<file path="src/dnm_pkg.sv">
package dnm_pkg;
	// Widths of the datapath
	localparam int SAMPLE_W = 12;                 // Converter sample width
	localparam int OUT_W    = 16;                 // Mixed I or Q word width
	localparam int NUM_CH   = 2;                  // Down-conversion channels
	localparam int NUM_OSC  = 4;                  // Oscillators per channel
	localparam int SEL_W    = 2;                  // Oscillator select width
	localparam int PHASE_W  = 32;                 // Tuning word and accumulator width
	localparam int OFFS_W   = 16;                 // Phase offset width
	localparam int RDIV_W   = 16;                 // Rational divider width
	localparam int LUT_W    = 6;                  // Phase bits used by the sine table
	localparam int ADDR_W   = 8;                  // Register address width
	localparam int DATA_W   = 32;                 // Register data width
	localparam int CNT_W    = RDIV_W + 6;         // Rational sample counter width

	// Register byte offsets
	localparam logic [7:0] REG_CTRL       = 8'h00;
	localparam logic [7:0] REG_RDIV       = 8'h04;
	localparam logic [7:0] REG_STATUS     = 8'h08;
	localparam logic [7:0] REG_FREQ_BASE  = 8'h10; // Channel A 0x10..0x1c, B 0x20..0x2c
	localparam logic [7:0] REG_PHASE_BASE = 8'h30; // Channel A 0x30..0x3c, B 0x40..0x4c
	localparam logic [7:0] CH_STRIDE      = 8'h10;
	localparam logic [7:0] OSC_STRIDE     = 8'h04;

	// Control register fields
	localparam int CTRL_W        = 9;
	localparam int CTRL_BYPASS   = 0;             // Samples skip the mixer
	localparam int CTRL_SRC      = 1;             // select_source_bit
	localparam int CTRL_SEL_A    = 2;             // osc_select_field_a, two bits
	localparam int CTRL_SEL_B    = 4;             // osc_select_field_b, two bits
	localparam int CTRL_BIND_B   = 6;             // chan_b_input_binding
	localparam int CTRL_SYNC_ILA = 7;             // sync_on_link_init
	localparam int CTRL_SYNC_NXT = 8;             // sync_on_next_ref_pulse
	localparam logic [CTRL_W-1:0] CTRL_RESET = 9'h000;
	localparam logic [RDIV_W-1:0] RDIV_BASIC = 16'h0000;

	// Status register fields
	localparam int STAT_ACT_A = 0;
	localparam int STAT_ACT_B = 2;
	localparam int STAT_ARMED = 4;

	// Timing
	localparam int CLOCK_NS    = 20;              // Clock period
	localparam int SYNC_STAGES = 2;               // Pin synchroniser depth
	localparam int HOP_LAT_MIN = 36;              // Pin to mixer latency, cycles
	localparam int HOP_LAT_MAX = 40;
	localparam int HOP_DELAY   = HOP_LAT_MIN - SYNC_STAGES; // Extra pin delay stages
	localparam int RDIV_GRID   = 64;              // Rational grid factor

	// Quarter-wave sine, 17 points, amplitude 2047
	localparam logic [16:0][11:0] SIN_TABLE = {
		12'h7ff, 12'h7f7, 12'h7d9, 12'h7a8, 12'h764, 12'h70e, 12'h6a7, 12'h62f, 12'h5a8,
		12'h513, 12'h472, 12'h3c5, 12'h310, 12'h253, 12'h190, 12'h0c9, 12'h000};

	typedef logic [PHASE_W-1:0] dnm_phase_type;
endpackage : dnm_pkg

</file>
<file path="src/dnm_nco_bank_mixer.sv">
// The register offsets and the strobed register port are this design's own decisions.
`timescale 1ns/1ps
`default_nettype none
// Operation
// - Each sample bypasses or goes through mixing
// - Channel B copies A, own binding, own select
// - Oscillator frequency set by 32-bit tuning word
// - Real sample multiplied by complex exponential
// - Four independent oscillators per channel
// - All accumulators advance even when unselected
// - Hop pin change reaches mixer 36-40 cycles later
// - Source bit picks pins (1) or field (0)
// - Select value picks oscillator in binary order
// - Divider zero gives plain binary frequency mode
// - Software resynchronises after tuning word rewrite
// - Nonzero divider forces exact rational grid
// - Offset left-justified and added to accumulator
// - Resync on link init or armed reference pulse
module dnm_nco_bank_mixer
	import dnm_pkg::*;
(
	input  wire logic                          clock,        // 50 MHz clock
	input  wire logic                          resetn,       // Synchronous reset
	input  wire logic [dnm_pkg::ADDR_W-1:0]    regAddr,      // Register byte address
	input  wire logic [dnm_pkg::DATA_W-1:0]    regWdata,     // Register write data
	input  wire logic                          regWrite,     // Write strobe
	input  wire logic                          regRead,      // Read strobe
	output logic      [dnm_pkg::DATA_W-1:0]    regRdata,     // Read data, next cycle
	input  wire logic [dnm_pkg::SAMPLE_W-1:0]  adcSampleA,   // Converter sample A
	input  wire logic [dnm_pkg::SAMPLE_W-1:0]  adcSampleB,   // Converter sample B
	input  wire logic                          sampleValid,  // Sample pair offered
	output logic                               sampleReady,  // Sample pair accepted
	input  wire logic                          hop_pin_a_bit0,
	input  wire logic                          hop_pin_a_bit1,
	input  wire logic                          hop_pin_b_bit0,
	input  wire logic                          hop_pin_b_bit1,
	input  wire logic                          linkInit,     // Link init done pin
	input  wire logic                          refPulse,     // Timing reference pin
	output logic      [dnm_pkg::OUT_W-1:0]     outIA,        // Channel A in-phase
	output logic      [dnm_pkg::OUT_W-1:0]     outQA,        // Channel A quadrature
	output logic      [dnm_pkg::OUT_W-1:0]     outIB,        // Channel B in-phase
	output logic      [dnm_pkg::OUT_W-1:0]     outQB,        // Channel B quadrature
	output logic                               outValid,     // Output word present
	input  wire logic                          outReady      // Receiver takes word
);
	import dnm_pkg::*;

	localparam int ENTRY_W = 4 * OUT_W;

	// Register state
	logic [CTRL_W-1:0]  ctrl_r, ctrl_nxt;               // Control bits
	logic [RDIV_W-1:0]  rdiv_r, rdiv_nxt;               // rational_step_divider
	dnm_phase_type      freq_r [NUM_CH][NUM_OSC];       // tuning_word_a / tuning_word_b
	dnm_phase_type      freq_nxt [NUM_CH][NUM_OSC];
	logic [OFFS_W-1:0]  offs_r [NUM_CH][NUM_OSC];       // phase_offset_a / phase_offset_b
	logic [OFFS_W-1:0]  offs_nxt [NUM_CH][NUM_OSC];
	logic               armed_r, armed_nxt;             // Next reference pulse armed
	logic [DATA_W-1:0]  rdata_r, rdata_nxt;             // Read data register

	// Pin synchronisers and hop delay line
	logic [5:0]         meta_r, meta_nxt;               // First synchroniser stage
	logic [5:0]         sync_r, sync_nxt;               // Second synchroniser stage
	logic [1:0]         edge_r, edge_nxt;               // Link and reference history
	logic [SEL_W-1:0]   hop_r [NUM_CH][HOP_DELAY];      // Hop select delay line
	logic [SEL_W-1:0]   hop_nxt [NUM_CH][HOP_DELAY];

	// Oscillator state
	dnm_phase_type      acc_r [NUM_CH][NUM_OSC];        // Phase accumulators
	dnm_phase_type      acc_nxt [NUM_CH][NUM_OSC];
	logic [CNT_W-1:0]   cnt_r, cnt_nxt;                 // Rational period counter

	// Output buffer
	logic [ENTRY_W-1:0] head_r, head_nxt;               // Entry seen at the outputs
	logic [ENTRY_W-1:0] tail_r, tail_nxt;               // Second entry
	logic [1:0]         count_r, count_nxt;             // Entries held
	logic               ready_r, ready_nxt;             // Registered ready
	logic               valid_r, valid_nxt;             // Registered output valid

	// Combinational helpers
	logic [SEL_W-1:0]   activeSel [NUM_CH];             // Oscillator in use
	logic [OUT_W-1:0]   mixI [NUM_CH];
	logic [OUT_W-1:0]   mixQ [NUM_CH];
	logic               push, pop, linkRise, refRise, syncFire, rdivWrap;
	logic [CNT_W-1:0]   rdivLimit;

	// Quarter-wave sine lookup over a 6-bit phase
	function automatic logic signed [12:0] sinLut(input logic [LUT_W-1:0] p);
		logic [4:0]         idx;
		logic signed [12:0] mag;
		idx = p[4] ? (5'd16 - {1'b0, p[3:0]}) : {1'b0, p[3:0]};
		mag = signed'({1'b0, SIN_TABLE[idx]});
		return p[5] ? -mag : mag;
	endfunction : sinLut

	// Handshake terms and resync sources
	always_comb begin
		push      = sampleValid & ready_r;
		pop       = count_r != 2'd0 && outReady;
		linkRise  = sync_r[4] & ~edge_r[0];
		refRise   = sync_r[5] & ~edge_r[1];
		// Link init resyncs when enabled, otherwise an armed reference pulse does
		syncFire  = ctrl_r[CTRL_SYNC_ILA] ? linkRise : (armed_r & refRise);
		rdivLimit = {rdiv_r, 6'h00};
		rdivWrap  = rdiv_r != RDIV_BASIC && cnt_r == rdivLimit - 1'b1;
	end

	// Oscillator selection per channel
	always_comb begin
		for (int c = 0; c < NUM_CH; c++) begin
			// Pins when the source bit is set, register field otherwise
			if (ctrl_r[CTRL_SRC]) begin
				activeSel[c] = hop_r[c][HOP_DELAY-1];
			end else begin
				activeSel[c] = ctrl_r[CTRL_SEL_A + 2*c +: SEL_W];
			end
		end
	end

	// Mixer per channel; plain binary index into the oscillator bank
	for (genvar c = 0; c < NUM_CH; c++) begin : g_mix
		dnm_phase_type             phase;
		logic signed [SAMPLE_W-1:0] x;
		logic signed [12:0]        cosV, sinV;
		logic signed [SAMPLE_W+12:0] pI, pQ;
		always_comb begin
			// Channel B input binding picks its sample source
			x     = (c == 1 && ctrl_r[CTRL_BIND_B]) ? adcSampleB : adcSampleA;
			phase = acc_r[c][activeSel[c]] + {offs_r[c][activeSel[c]], 16'h0000};
			cosV  = sinLut(phase[PHASE_W-1 -: LUT_W] + 6'h10);
			sinV  = sinLut(phase[PHASE_W-1 -: LUT_W]);
			pI    = x * cosV;
			pQ    = x * sinV;
			if (ctrl_r[CTRL_BYPASS]) begin
				mixI[c] = {x, 4'h0};
				mixQ[c] = '0;
			end else begin
				mixI[c] = pI[SAMPLE_W+10 -: OUT_W];
				mixQ[c] = pQ[SAMPLE_W+10 -: OUT_W];
			end
		end
	end

	// Accumulator bank: one adder per oscillator, all running together
	for (genvar c = 0; c < NUM_CH; c++) begin : g_ch
		for (genvar k = 0; k < NUM_OSC; k++) begin : g_osc
			always_comb begin
				if (syncFire) begin
					acc_nxt[c][k] = '0;
				end else if (push && rdivWrap) begin
					acc_nxt[c][k] = '0;
				end else if (push) begin
					acc_nxt[c][k] = acc_r[c][k] + freq_r[c][k];
				end else begin
					acc_nxt[c][k] = acc_r[c][k];
				end
			end
		end
	end

	// Rational period counter, counts samples over 64 times the divider
	always_comb begin
		if (syncFire || rdiv_r == RDIV_BASIC) begin
			cnt_nxt = '0;
		end else if (push) begin
			cnt_nxt = rdivWrap ? '0 : cnt_r + 1'b1;
		end else begin
			cnt_nxt = cnt_r;
		end
	end

	// Synchronisers and hop delay line
	always_comb begin
		meta_nxt = {refPulse, linkInit, hop_pin_b_bit1, hop_pin_b_bit0,
			hop_pin_a_bit1, hop_pin_a_bit0};
		sync_nxt = meta_r;
		edge_nxt = sync_r[5:4];
		for (int c = 0; c < NUM_CH; c++) begin
			hop_nxt[c][0] = sync_r[2*c +: SEL_W];
			for (int s = 1; s < HOP_DELAY; s++) begin
				hop_nxt[c][s] = hop_r[c][s-1];
			end
		end
	end

	// Register writes, reads and arming
	always_comb begin
		ctrl_nxt  = ctrl_r;
		rdiv_nxt  = rdiv_r;
		freq_nxt  = freq_r;
		offs_nxt  = offs_r;
		rdata_nxt = '0;
		armed_nxt = armed_r;
		// Armed trigger clears when it fires
		if (syncFire) begin
			armed_nxt = 1'b0;
		end
		if (regWrite) begin
			if (regAddr == REG_CTRL) begin
				ctrl_nxt = regWdata[CTRL_W-1:0];
				// Writing the arm bit from 0 to 1 arms; it wins over a firing
				if (regWdata[CTRL_SYNC_NXT] && !ctrl_r[CTRL_SYNC_NXT]) begin
					armed_nxt = 1'b1;
				end
			end
			if (regAddr == REG_RDIV) begin
				rdiv_nxt = regWdata[RDIV_W-1:0];
			end
			for (int c = 0; c < NUM_CH; c++) begin
				for (int k = 0; k < NUM_OSC; k++) begin
					if (regAddr == REG_FREQ_BASE + 8'(c) * CH_STRIDE + 8'(k) * OSC_STRIDE) begin
						freq_nxt[c][k] = regWdata;
					end
					if (regAddr == REG_PHASE_BASE + 8'(c) * CH_STRIDE + 8'(k) * OSC_STRIDE) begin
						offs_nxt[c][k] = regWdata[OFFS_W-1:0];
					end
				end
			end
		end
		if (regRead) begin
			if (regAddr == REG_CTRL) begin
				rdata_nxt = {{(DATA_W-CTRL_W){1'b0}}, ctrl_r};
			end
			if (regAddr == REG_RDIV) begin
				rdata_nxt = {{(DATA_W-RDIV_W){1'b0}}, rdiv_r};
			end
			if (regAddr == REG_STATUS) begin
				rdata_nxt[STAT_ACT_A +: SEL_W] = activeSel[0];
				rdata_nxt[STAT_ACT_B +: SEL_W] = activeSel[1];
				rdata_nxt[STAT_ARMED]          = armed_r;
			end
			for (int c = 0; c < NUM_CH; c++) begin
				for (int k = 0; k < NUM_OSC; k++) begin
					if (regAddr == REG_FREQ_BASE + 8'(c) * CH_STRIDE + 8'(k) * OSC_STRIDE) begin
						rdata_nxt = freq_r[c][k];
					end
					if (regAddr == REG_PHASE_BASE + 8'(c) * CH_STRIDE + 8'(k) * OSC_STRIDE) begin
						rdata_nxt = {{(DATA_W-OFFS_W){1'b0}}, offs_r[c][k]};
					end
				end
			end
		end
	end

	// Two-entry output buffer; the head entry drives the outputs
	always_comb begin
		logic [ENTRY_W-1:0] entryIn;
		entryIn   = {mixI[0], mixQ[0], mixI[1], mixQ[1]};
		head_nxt  = head_r;
		tail_nxt  = tail_r;
		count_nxt = count_r;
		case (count_r)
			2'd0: begin
				if (push) begin
					head_nxt  = entryIn;
					count_nxt = 2'd1;
				end
			end
			2'd1: begin
				if (push && pop) begin
					head_nxt = entryIn;
				end else if (push) begin
					tail_nxt  = entryIn;
					count_nxt = 2'd2;
				end else if (pop) begin
					count_nxt = 2'd0;
				end
			end
			2'd2: begin
				// Ready is low here, so only a pop can happen
				if (pop) begin
					head_nxt  = tail_r;
					count_nxt = 2'd1;
				end
			end
			default: begin
				count_nxt = 2'd0;
			end
		endcase
		ready_nxt = count_nxt != 2'd2;
		// Valid kept in its own flop so the output comes straight from a register
		valid_nxt = count_nxt != 2'd0;
	end

	// State registers
	always_ff @(posedge clock) begin
		if (!resetn) begin
			ctrl_r  <= CTRL_RESET;
			rdiv_r  <= RDIV_BASIC;
			freq_r  <= '{default: '0};
			offs_r  <= '{default: '0};
			armed_r <= 1'b0;
			rdata_r <= '0;
			meta_r  <= '0;
			sync_r  <= '0;
			edge_r  <= '0;
			hop_r   <= '{default: '0};
			acc_r   <= '{default: '0};
			cnt_r   <= '0;
			head_r  <= '0;
			tail_r  <= '0;
			count_r <= 2'd0;
			ready_r <= 1'b0;
			valid_r <= 1'b0;
		end else begin
			ctrl_r  <= ctrl_nxt;
			rdiv_r  <= rdiv_nxt;
			freq_r  <= freq_nxt;
			offs_r  <= offs_nxt;
			armed_r <= armed_nxt;
			rdata_r <= rdata_nxt;
			meta_r  <= meta_nxt;
			sync_r  <= sync_nxt;
			edge_r  <= edge_nxt;
			hop_r   <= hop_nxt;
			acc_r   <= acc_nxt;
			cnt_r   <= cnt_nxt;
			head_r  <= head_nxt;
			tail_r  <= tail_nxt;
			count_r <= count_nxt;
			ready_r <= ready_nxt;
			valid_r <= valid_nxt;
		end
	end

	// Outputs from registers
	assign regRdata    = rdata_r;
	assign sampleReady = ready_r;
	assign outValid    = valid_r;
	assign {outIA, outQA, outIB, outQB} = head_r;

	// Checks
	a_acc_runs: assert property (@(posedge clock) disable iff (!resetn)
		push && !syncFire && !rdivWrap |=> acc_r[0][3] == $past(acc_r[0][3]) + $past(freq_r[0][3]))
		else $error("unselected accumulator did not advance");
	a_full_stall: assert property (@(posedge clock) disable iff (!resetn)
		count_r == 2'd2 |-> !sampleReady && outValid)
		else $error("ready high with buffer full");
	a_sel_field: assert property (@(posedge clock) disable iff (!resetn)
		!ctrl_r[CTRL_SRC] |-> activeSel[1] == ctrl_r[CTRL_SEL_B +: SEL_W])
		else $error("field selection not followed");
	a_hop_latency: assert property (@(posedge clock) disable iff (!resetn)
		ctrl_r[CTRL_SRC] |-> activeSel[0] == $past({hop_pin_a_bit1, hop_pin_a_bit0}, 36))
		else $error("hop pins not applied after 36 cycles");
	a_sync_clears: assert property (@(posedge clock) disable iff (!resetn)
		syncFire |=> acc_r[1][2] == '0 && cnt_r == '0)
		else $error("resync did not clear phase");
	a_rdiv_wrap: assert property (@(posedge clock) disable iff (!resetn)
		push && rdivWrap |=> acc_r[0][0] == '0 ##0 cnt_r == '0)
		else $error("rational period did not close");
	a_bypass_word: assert property (@(posedge clock) disable iff (!resetn)
		push && count_r == 2'd0 && ctrl_r[CTRL_BYPASS] && !ctrl_r[CTRL_BIND_B]
		|=> outIA == {$past(adcSampleA), 4'h0} && outQB == '0 && outValid)
		else $error("bypass word wrong");
	a_arm_fire: assert property (@(posedge clock) disable iff (!resetn)
		armed_r && refRise && !ctrl_r[CTRL_SYNC_ILA] && !regWrite |=> !armed_r)
		else $error("armed trigger did not clear");
endmodule : dnm_nco_bank_mixer
`default_nettype wire

</file>
<file path="config.mk">
export PLATFORM = sky130hd
export DESIGN_NAME = dnm_nco_bank_mixer
export DESIGN_NICKNAME = d
export VERILOG_FILES = /design/src/dnm_pkg.sv /design/src/dnm_nco_bank_mixer.sv
export SDC_FILE = /design/constraint.sdc
export NUM_CORES = 2
export LEC_CHECK = 0
export BUFFER_PORTS_ARGS = -buffer_cell sky130_fd_sc_hd__buf_2
export CORE_MARGIN = 3
export CORE_UTILIZATION = 58
export CTS_CLUSTER_DIAMETER = 80
export CTS_CLUSTER_SIZE = 10
export DETAILED_ROUTE_END_ITERATION = 10
export GPL_ROUTABILITY_DRIVEN = 1
export HOLD_SLACK_MARGIN = 0.06
export PLACE_DENSITY = 0.78
export SETUP_SLACK_MARGIN = 0.5
export SYNTH_ARGS = -nofsm -noshare
export SYNTH_HDL_FRONTEND = slang
export SYNTH_SLANG_ARGS = --single-unit
</file>
<file path="constraint.sdc">
create_clock -name clock -period 12.2 [get_ports clock]
set_clock_uncertainty 0.15 [all_clocks]
set_input_delay 1.22 -clock clock [delete_from_list [all_inputs] [get_ports clock]]
set_output_delay 1.22 -clock clock [all_outputs]
set_load 0.02 [all_outputs]
</file>
* Word level (Yosys, flattened, before mapping)
Memory sizes are Yosys's and may differ from the RTL's.
Cells that the tools add are included.
** Word-level totals
- Bits of input ports :: 76
- Bits in read-only memories :: 1536
- Register bits :: 1002
- Logic and storage cells :: 282
- Memories kept :: 4
- Output and inout port bits :: 98
** Memory list
- (name not given) :: depth 32, bits a word 12, rd ports 1, clocked after Yosys merged registers in 0, wr ports 0, line dnm_nco_bank_mixer.sv:91 : mag = signed'({1'b0, SIN_TABLE[idx]});
- (name not given) :: depth 32, bits a word 12, rd ports 1, clocked after Yosys merged registers in 0, wr ports 0, line dnm_nco_bank_mixer.sv:91
- (name not given) :: depth 32, bits a word 12, rd ports 1, clocked after Yosys merged registers in 0, wr ports 0, line dnm_nco_bank_mixer.sv:91
- (name not given) :: depth 32, bits a word 12, rd ports 1, clocked after Yosys merged registers in 0, wr ports 0, line dnm_nco_bank_mixer.sv:91
** Operators by class
- Eq/ne operators :: 25
- $mul :: 4
- Add/subtract/negate cells :: 22
- Reduce and logical (&&, ||, !) cells :: 38
- Order comparisons :: 6
- Mux-type cells :: 66
- Bitwise logic cells :: 11
** Operators with widths (number)
- 32-bit two-way mux :: 20
- 32-bit adder :: 10
- 64-bit two-way mux :: 3
- 64-bit case mux with 3 select lines :: 1
- 16-bit two-way mux :: 9
- 32-bit binary-select mux with 2-bit select :: 2
- 12-bit by 13-bit multiplier with 23-bit output :: 4
- 16-bit binary-select mux with 2-bit select :: 2
- 8-bit by 6-bit == test with 1-bit output, second input constant :: 8
- 12-bit two-way mux :: 5
- 13-bit two-way mux :: 4
- 12-bit negation with 13-bit output :: 4
- 2-bit AND reduction :: 19
- 8-bit by 5-bit == test with 1-bit output, second input constant :: 4
- 8-bit by 7-bit == test with 1-bit output, second input constant :: 4
- 5-bit two-way mux :: 5
- 5-bit by 6-bit < comparator with 1-bit output, second input constant :: 4
- 22-bit by 1-bit adder with 22-bit output, second input constant :: 1
- 22-bit == test :: 1
- 22-bit two-way mux :: 1
- 22-bit by 1-bit subtractor with 22-bit output, second input constant :: 1
- 5-bit by 4-bit subtractor with 5-bit output, first input constant :: 4
- 16-bit zero test :: 1
- 16-bit nonzero test :: 1
- 25 further kinds :: 54

* Depth between registers and ports, before layout
- Depth in word-level cells :: 20
- Mapped depth :: 56
- Mapped depth without buffers :: 52

* Least setup slack after synthesis
OpenSTA, ideal clock, no wires.
- Path kind :: register -> register
- Start :: register ctrl_r[1]
- End :: register tail_r[63]
- Cell stages (with the launch flop) :: 52
- Data required time :: 11.980 ns
- Library setup time :: 0.070 ns
- Period minus slack after synthesis :: 13.032 ns
- Slack :: -0.832 ns
- Data arrival time :: 12.813 ns
- Path buffers :: 7
- Path through :: dfxtp_1 > buf_6 > mux2i_2 > clkbuf_1 > buf_1 > mux4_2 > ha_1 > nand2_1 > o21ai_0 > a2111oi_0 > or4_1 > o211a_1 > buf_6 > a211o_1 > buf_1 > nor2_1 > a21oi_1 > ha_1 > [16 not listed] > fa_1 > inv_1 > ha_1 > a21o_1 > a21oi_1 > o21bai_1 > o31a_1 > o211a_1 > o21a_1 > o21a_1 > or4_1 > a31o_2 > a21oi_1 > xnor2_1 > xor2_1 > mux2i_1 > o21ai_0 > a21oi_1
** On the way
- Cells in the longest elaborated chain, start to end :: 15
- Elaborated cells on any way between the ends :: 18
- Those cells by class :: add/sub (4); mul (1); mux (11); bitwise (1); memory (1)
** RTL lines
- from (decl) :: line dnm_nco_bank_mixer.sv:51 : logic [CTRL_W-1:0] ctrl_r, ctrl_nxt;
- from (signal assigned) :: line dnm_nco_bank_mixer.sv:305 : ctrl_r <= ctrl_nxt;
- 2-bit two-way mux (*) :: line dnm_nco_bank_mixer.sv:111 : if (ctrl_r[CTRL_SRC]) begin
- 2-bit NOT with 3-bit output (implied by the code) (*) :: line dnm_nco_bank_mixer.sv:128 : phase = acc_r[c][activeSel[c]] + {offs_r[c][activeSel[c]], 16'h0000};
- 32-bit binary-select mux with 2-bit select or 16-bit binary-select mux with 2-bit select (tied branches) :: line dnm_nco_bank_mixer.sv:128
- 32-bit two-way mux (implied by the code) or 16-bit two-way mux (tied branches) (2 in series) :: line dnm_nco_bank_mixer.sv:128
- 32-bit adder (*) :: line dnm_nco_bank_mixer.sv:128
- 6-bit by 5-bit adder with 6-bit output (*) :: line dnm_nco_bank_mixer.sv:129 : cosV = sinLut(phase[PHASE_W-1 -: LUT_W] + 6'h10);
- 5-bit by 4-bit subtractor with 5-bit output :: line dnm_nco_bank_mixer.sv:90 : idx = p[4] ? (5'd16 - {1'b0, p[3:0]}) : {1'b0, p[3:0]};
- 5-bit two-way mux :: line dnm_nco_bank_mixer.sv:90
- memory read 32 x 12 bit
- 12-bit two-way mux (implied by the code) :: line dnm_nco_bank_mixer.sv:91
- 12-bit negation with 13-bit output :: line dnm_nco_bank_mixer.sv:92 : return p[5] ? -mag : mag;
- 13-bit two-way mux (*) :: line dnm_nco_bank_mixer.sv:92
- 12-bit by 13-bit multiplier with 23-bit output (*) :: line dnm_nco_bank_mixer.sv:131 : pI = x * cosV;
- 16-bit two-way mux (*) :: line dnm_nco_bank_mixer.sv:133 : if (ctrl_r[CTRL_BYPASS]) begin
- to (signal assigned) :: line dnm_nco_bank_mixer.sv:318 : tail_r <= tail_nxt;
- to (decl) :: line dnm_nco_bank_mixer.sv:74 : logic [ENTRY_W-1:0] tail_r, tail_nxt;
Every way passes the cells marked *; elsewhere a longest branch is shown, timed or not. The select of a mux whose other input is x is not followed.
A chain may end at the register's enable or synchronous reset.

* Worst setup path after layout
- Start :: register ctrl_r[1]
- End :: register head_r[63]
** On the way
- Cells in the longest elaborated chain, start to end :: 17
- Elaborated cells on any way between the ends :: 21
- Those cells by class :: add/sub (4); mul (1); mux (14); bitwise (1); memory (1)
** RTL lines
- 2-bit two-way mux (*) :: line dnm_nco_bank_mixer.sv:111
- 2-bit NOT with 3-bit output (implied by the code) (*) :: line dnm_nco_bank_mixer.sv:128
- 32-bit binary-select mux with 2-bit select or 16-bit binary-select mux with 2-bit select (tied branches) :: line dnm_nco_bank_mixer.sv:128
- 32-bit two-way mux (implied by the code) or 16-bit two-way mux (tied branches) (2 in series) :: line dnm_nco_bank_mixer.sv:128
- 32-bit adder (*) :: line dnm_nco_bank_mixer.sv:128
- 6-bit by 5-bit adder with 6-bit output (*) :: line dnm_nco_bank_mixer.sv:129
- 5-bit by 4-bit subtractor with 5-bit output :: line dnm_nco_bank_mixer.sv:90
- 5-bit two-way mux :: line dnm_nco_bank_mixer.sv:90
- memory read 32 x 12 bit
- 12-bit two-way mux (implied by the code) :: line dnm_nco_bank_mixer.sv:91
- 12-bit negation with 13-bit output :: line dnm_nco_bank_mixer.sv:92
- 13-bit two-way mux (*) :: line dnm_nco_bank_mixer.sv:92
- 12-bit by 13-bit multiplier with 23-bit output (*) :: line dnm_nco_bank_mixer.sv:131
- 16-bit two-way mux (*) :: line dnm_nco_bank_mixer.sv:133
- 64-bit two-way mux, on equally long branches :: line dnm_nco_bank_mixer.sv:259, dnm_nco_bank_mixer.sv:253
- 64-bit case mux with 3 select lines (*) :: line dnm_nco_bank_mixer.sv:251 : case (count_r)
- to (signal assigned) :: line dnm_nco_bank_mixer.sv:317 : head_r <= head_nxt;
- to (decl) :: line dnm_nco_bank_mixer.sv:73 : logic [ENTRY_W-1:0] head_r, head_nxt;
Marked as above.

==> reports/results.ini <==
[setup_path]
worst_path_arrival_time_ns = 12.33
cpMostUsedCell = sky130_fd_sc_hd__inv_1
timing.critical_path.fanout_max = 7
criticalPathCategory = reg -> reg
worst_path_largest_cell_delay_ns = 0.56
crit_slowest_cell = sky130_fd_sc_hd__mux4_2
critical_path.reg2reg.startpoint = ctrl_r[1]
setup.worst_path.end_class = register
r2r_end = head_r[63]
start_kind = register
rrSetupSlack_ns = 0.41
reg2regPathDepth = 53
worstPathRequired_ns = 12.73

[finish]
final.fill_count = 10700
post_layout_nonfiller_instances = 11200
final_core_util = 0.650
proportion_of_layout_cells_with_a_drive_suffix_above_1 = 0.104
stdcell_area_mm2 = 0.0846
areaGrowthSynthToFinish_pct = 10.8
nNetsFinal = 10500

[global_routing]
grt_overflow_total = 0
number_of_antenna_violations_at_the_first_check_in_global_routing = 13
grt_pass1_vias = 66300
grt_start_max_net_pins = 245
grt_total_usage = 0.344
grt_pass1_wl_um = 371000

[die]
initial_core_util = 0.587
die_height_um = 369
ioPinCount = 174
floorplan.rows = 132
die-area_mm2 = 0.136
horiz_die_dim_um = 369
coreArea_mm2 = 0.130

[synth]
synth_enable_flop_cells = 0
async_flop_share = 0
synth_warnings = 0
postSynthRegisterBits = 1002
netlist-cell-type-count = 88
synth.net_count = 10500
mappedNetlistArea_mm2 = 0.0764
synth_cells = 9345
postSynthAreaPerCell_um2 = 8.17
synth-seq-area-share = 0.263
ys_dominant_reg_cell = sky130_fd_sc_hd__dfxtp_1

[job]
drv.max_cap_violation_count = 0

[place]
place_area_mm2 = 0.0791
portBuffers = 173
post-place-cells = 10900
hpwl_um = 175000
gp_congestion = 0.970

[routing]
detail-route-antenna-nets = 0
routed_wire_length_per_instance_um = 21.5
postRouteWirelength_um = 240000
via_count = 67400
drtPass1Iterations = 9
drt_first_iter_violations = 6917
detail_route.drc_violations = 0
drt-vias-per-instance = 6.04

[clocking]
cts_root_buffer = sky130_fd_sc_hd__clkbuf_16
cts_buffer_depth = 3
clkSinkCount = 1002
cts-htree-levels = 3
clock_pin_transition_on_the_worst_setup_and_hold_timing_paths_ns = 0.07
post_cts_hold_buffer_count = 0
cts_buffer_count = 112
cts_tree = done
worstSkewPairLatency_ns = 0.78

[run_status]
outcome = complete, no violations

[sta]
worst_pin_slew_ns = 1.13
fmax_achieved_ghz = 0.0848
timing.max_slew.rel_slack = 0.249
setup_viol = 0
finalCritPeriodShare = 0.967
slew_violations = 0
holdWs_ns = 0.270
final_hold_viol_count = 0
final.min_clock_period_ns = 11.79
setup_repair_after_global_routing_missed_its_margin = yes

[power_and_ir_drop]
powerDensity_mw_per_mm2 = 119
logic_gate_share_of_total_power = 0.366
switching_power_mw = 3.61
post-layout-total-power_mw = 10.1
power.leakage_nw = 36.3
worst_supply_voltage_drop_on_vdd_v = 0.000233
power.share.switching = 0.358
internal_portion_of_total_power_mw = 6.48
seq_power_share = 0.333
power.clock.fraction = 0.300

[min_path]
worstHoldStart = hop_nxt[4]
hold_path_class = reg -> reg
worst_hold_path.num_cells = 1
hold-path-endpoint = hop_nxt[2]

cell usage after synthesis (all sizes together) (25+ instances only):
library cell	count	area, um2
o211ai	33	248
and2	326	2040
mux4	58	1310
xnor2	275	2410
xor2	132	1160
o21a	45	338
o22ai	35	219
o211a	45	450
and3	61	382
o21bai	62	465
a21boi	445	3340
nor3	150	756
a31oi	68	425
a211oi	82	616
a21o	73	548
inv	798	3000
a221oi	39	348
or3	39	244
clkbuf	495	1860
a21oi	532	2660
dfxtp	1002	20100
nor2	736	2760
fa	552	11100
nand2b	72	450
a22oi	64	480
o21ai	217	1090
nand4	41	257
nand3	172	861
buf	46	249
nor2b	120	751
or2	25	156
nand2	1706	6400
ha	500	6260
mux2i	42	453
repair_timing:
item	in CTS	in global routing
setup endpoints to repair	43	55
pin swaps	46	130
resized for setup	91	221
setup buffers	38	63
gates cloned	2	2
power by group through the flow:
stage          Sequential, mW  Combinational (mW)  Clock (mW)
5_1_grt                  3.37                4.15        3.18
3_5_place_dp             3.43                3.36           0
6_report                 3.36                3.70        3.03
4_1_cts                  3.36                3.48        3.06
2_1_floorplan            3.47                2.37           0
3_3_place_gp             3.43                3.26           0
how the worst max path moves through the flow:
stage               startpoint    endpoint  slack [ns]
floorplan            ctrl_r[1]  tail_r[63]        0.51
global placement     ctrl_r[1]  head_r[47]        -0.1
detailed placement   ctrl_r[1]  tail_r[31]       -0.43
CTS                  ctrl_r[1]  tail_r[31]        0.48
global route         ctrl_r[1]  tail_r[63]        0.04
finish               ctrl_r[1]  head_r[63]        0.41
through the flow:
stage / setup TNS, ns / worst slack, ns
finish: 0 / 0.406
global route: 0 / 0.0406
CTS: 0 / 0.481
detailed placement: -2.19 / -0.430
global placement: -0.167 / -0.0972
floorplan: 0 / 0.506
final cells by class:
class,instances,area [um2],share of cell area
Tap cell,1742,2180,0.0258
Clock inverter,13,240,0.00284
Antenna cell,15,37.5,0.000444
Timing Repair Buffer,476,3440,0.0406
Inverter,798,3000,0.0354
Clock buffer,114,2810,0.0332
Multi-Input combinational cell,7004,52800,0.625
Sequential cell,1002,20100,0.237
flip-flops by register name, summed over array words and instances (netlist names):
name         cells
regRdata        32
acc_r          256
freq_r         256
outValid         1
rdiv_r          16
tail_r          64
hop_nxt        132
ctrl_r           9
head_r          64
sampleReady      1
edge_r           2
meta_r           6
cnt_r           22
offs_r         128
count_r          2
armed_r          1
hop_r            4
sync_r           6
placed cells by master, fill, tap and decap left out, types with 72 or more instances in the layout:
cell / count
sky130_fd_sc_hd__clkbuf_16: 113
sky130_fd_sc_hd__a211oi_1: 78
sky130_fd_sc_hd__a21boi_0: 443
sky130_fd_sc_hd__and2_1: 315
sky130_fd_sc_hd__ha_1: 474
sky130_fd_sc_hd__nor2_1: 713
sky130_fd_sc_hd__nand3_1: 170
sky130_fd_sc_hd__xnor2_1: 257
sky130_fd_sc_hd__inv_1: 777
sky130_fd_sc_hd__buf_2: 173
sky130_fd_sc_hd__fa_1: 550
sky130_fd_sc_hd__dfxtp_1: 1000
sky130_fd_sc_hd__o21ai_0: 192
sky130_fd_sc_hd__xor2_1: 124
sky130_fd_sc_hd__a21oi_1: 506
sky130_fd_sc_hd__buf_4: 265
sky130_fd_sc_hd__a21o_1: 72
sky130_fd_sc_hd__nor3_1: 142
sky130_fd_sc_hd__nand2_1: 1684
sky130_fd_sc_hd__nor2b_1: 117
kinds of logic after synthesis:
logic type      after synthesis  share of synthesized area
xor+xnor                    408                     0.0470
buf+inv                    1339                     0.0668
simple gates               3512                      0.204
mux                         112                     0.0248
compound gates             1920                      0.169
fa+ha+maj                  1052                      0.227
flops                      1002                      0.263
critical path, delay by kind of cell (launching register included):
kind | cells | cell delay (ns)
AO/OA/AOI/OAI | 20 | 4.15
XOR/XNOR | 3 | 0.53
adder cells (fa/ha/maj) | 9 | 2.92
buffers and inverters | 12 | 1.12
flip-flops | 1 | 0.39
multiplexers | 3 | 1.06
AND/OR/NAND/NOR | 6 | 1.35
routing by layer:
layer / GRT usage / part of all wire / vias to the layer above / routed length, um
li1: - / - / 31100 / -
met1: 0.433 / 0.39 / 32300 / 92700
met2: 0.548 / 0.45 / 3289 / 108000
met3: 0.0598 / 0.089 / 760 / 21300
met4: 0.217 / 0.076 / 2 / 18200
met5: 0 / 0.000071 / - / 17
No activity file was read; power rests on OpenSTA's default activity.
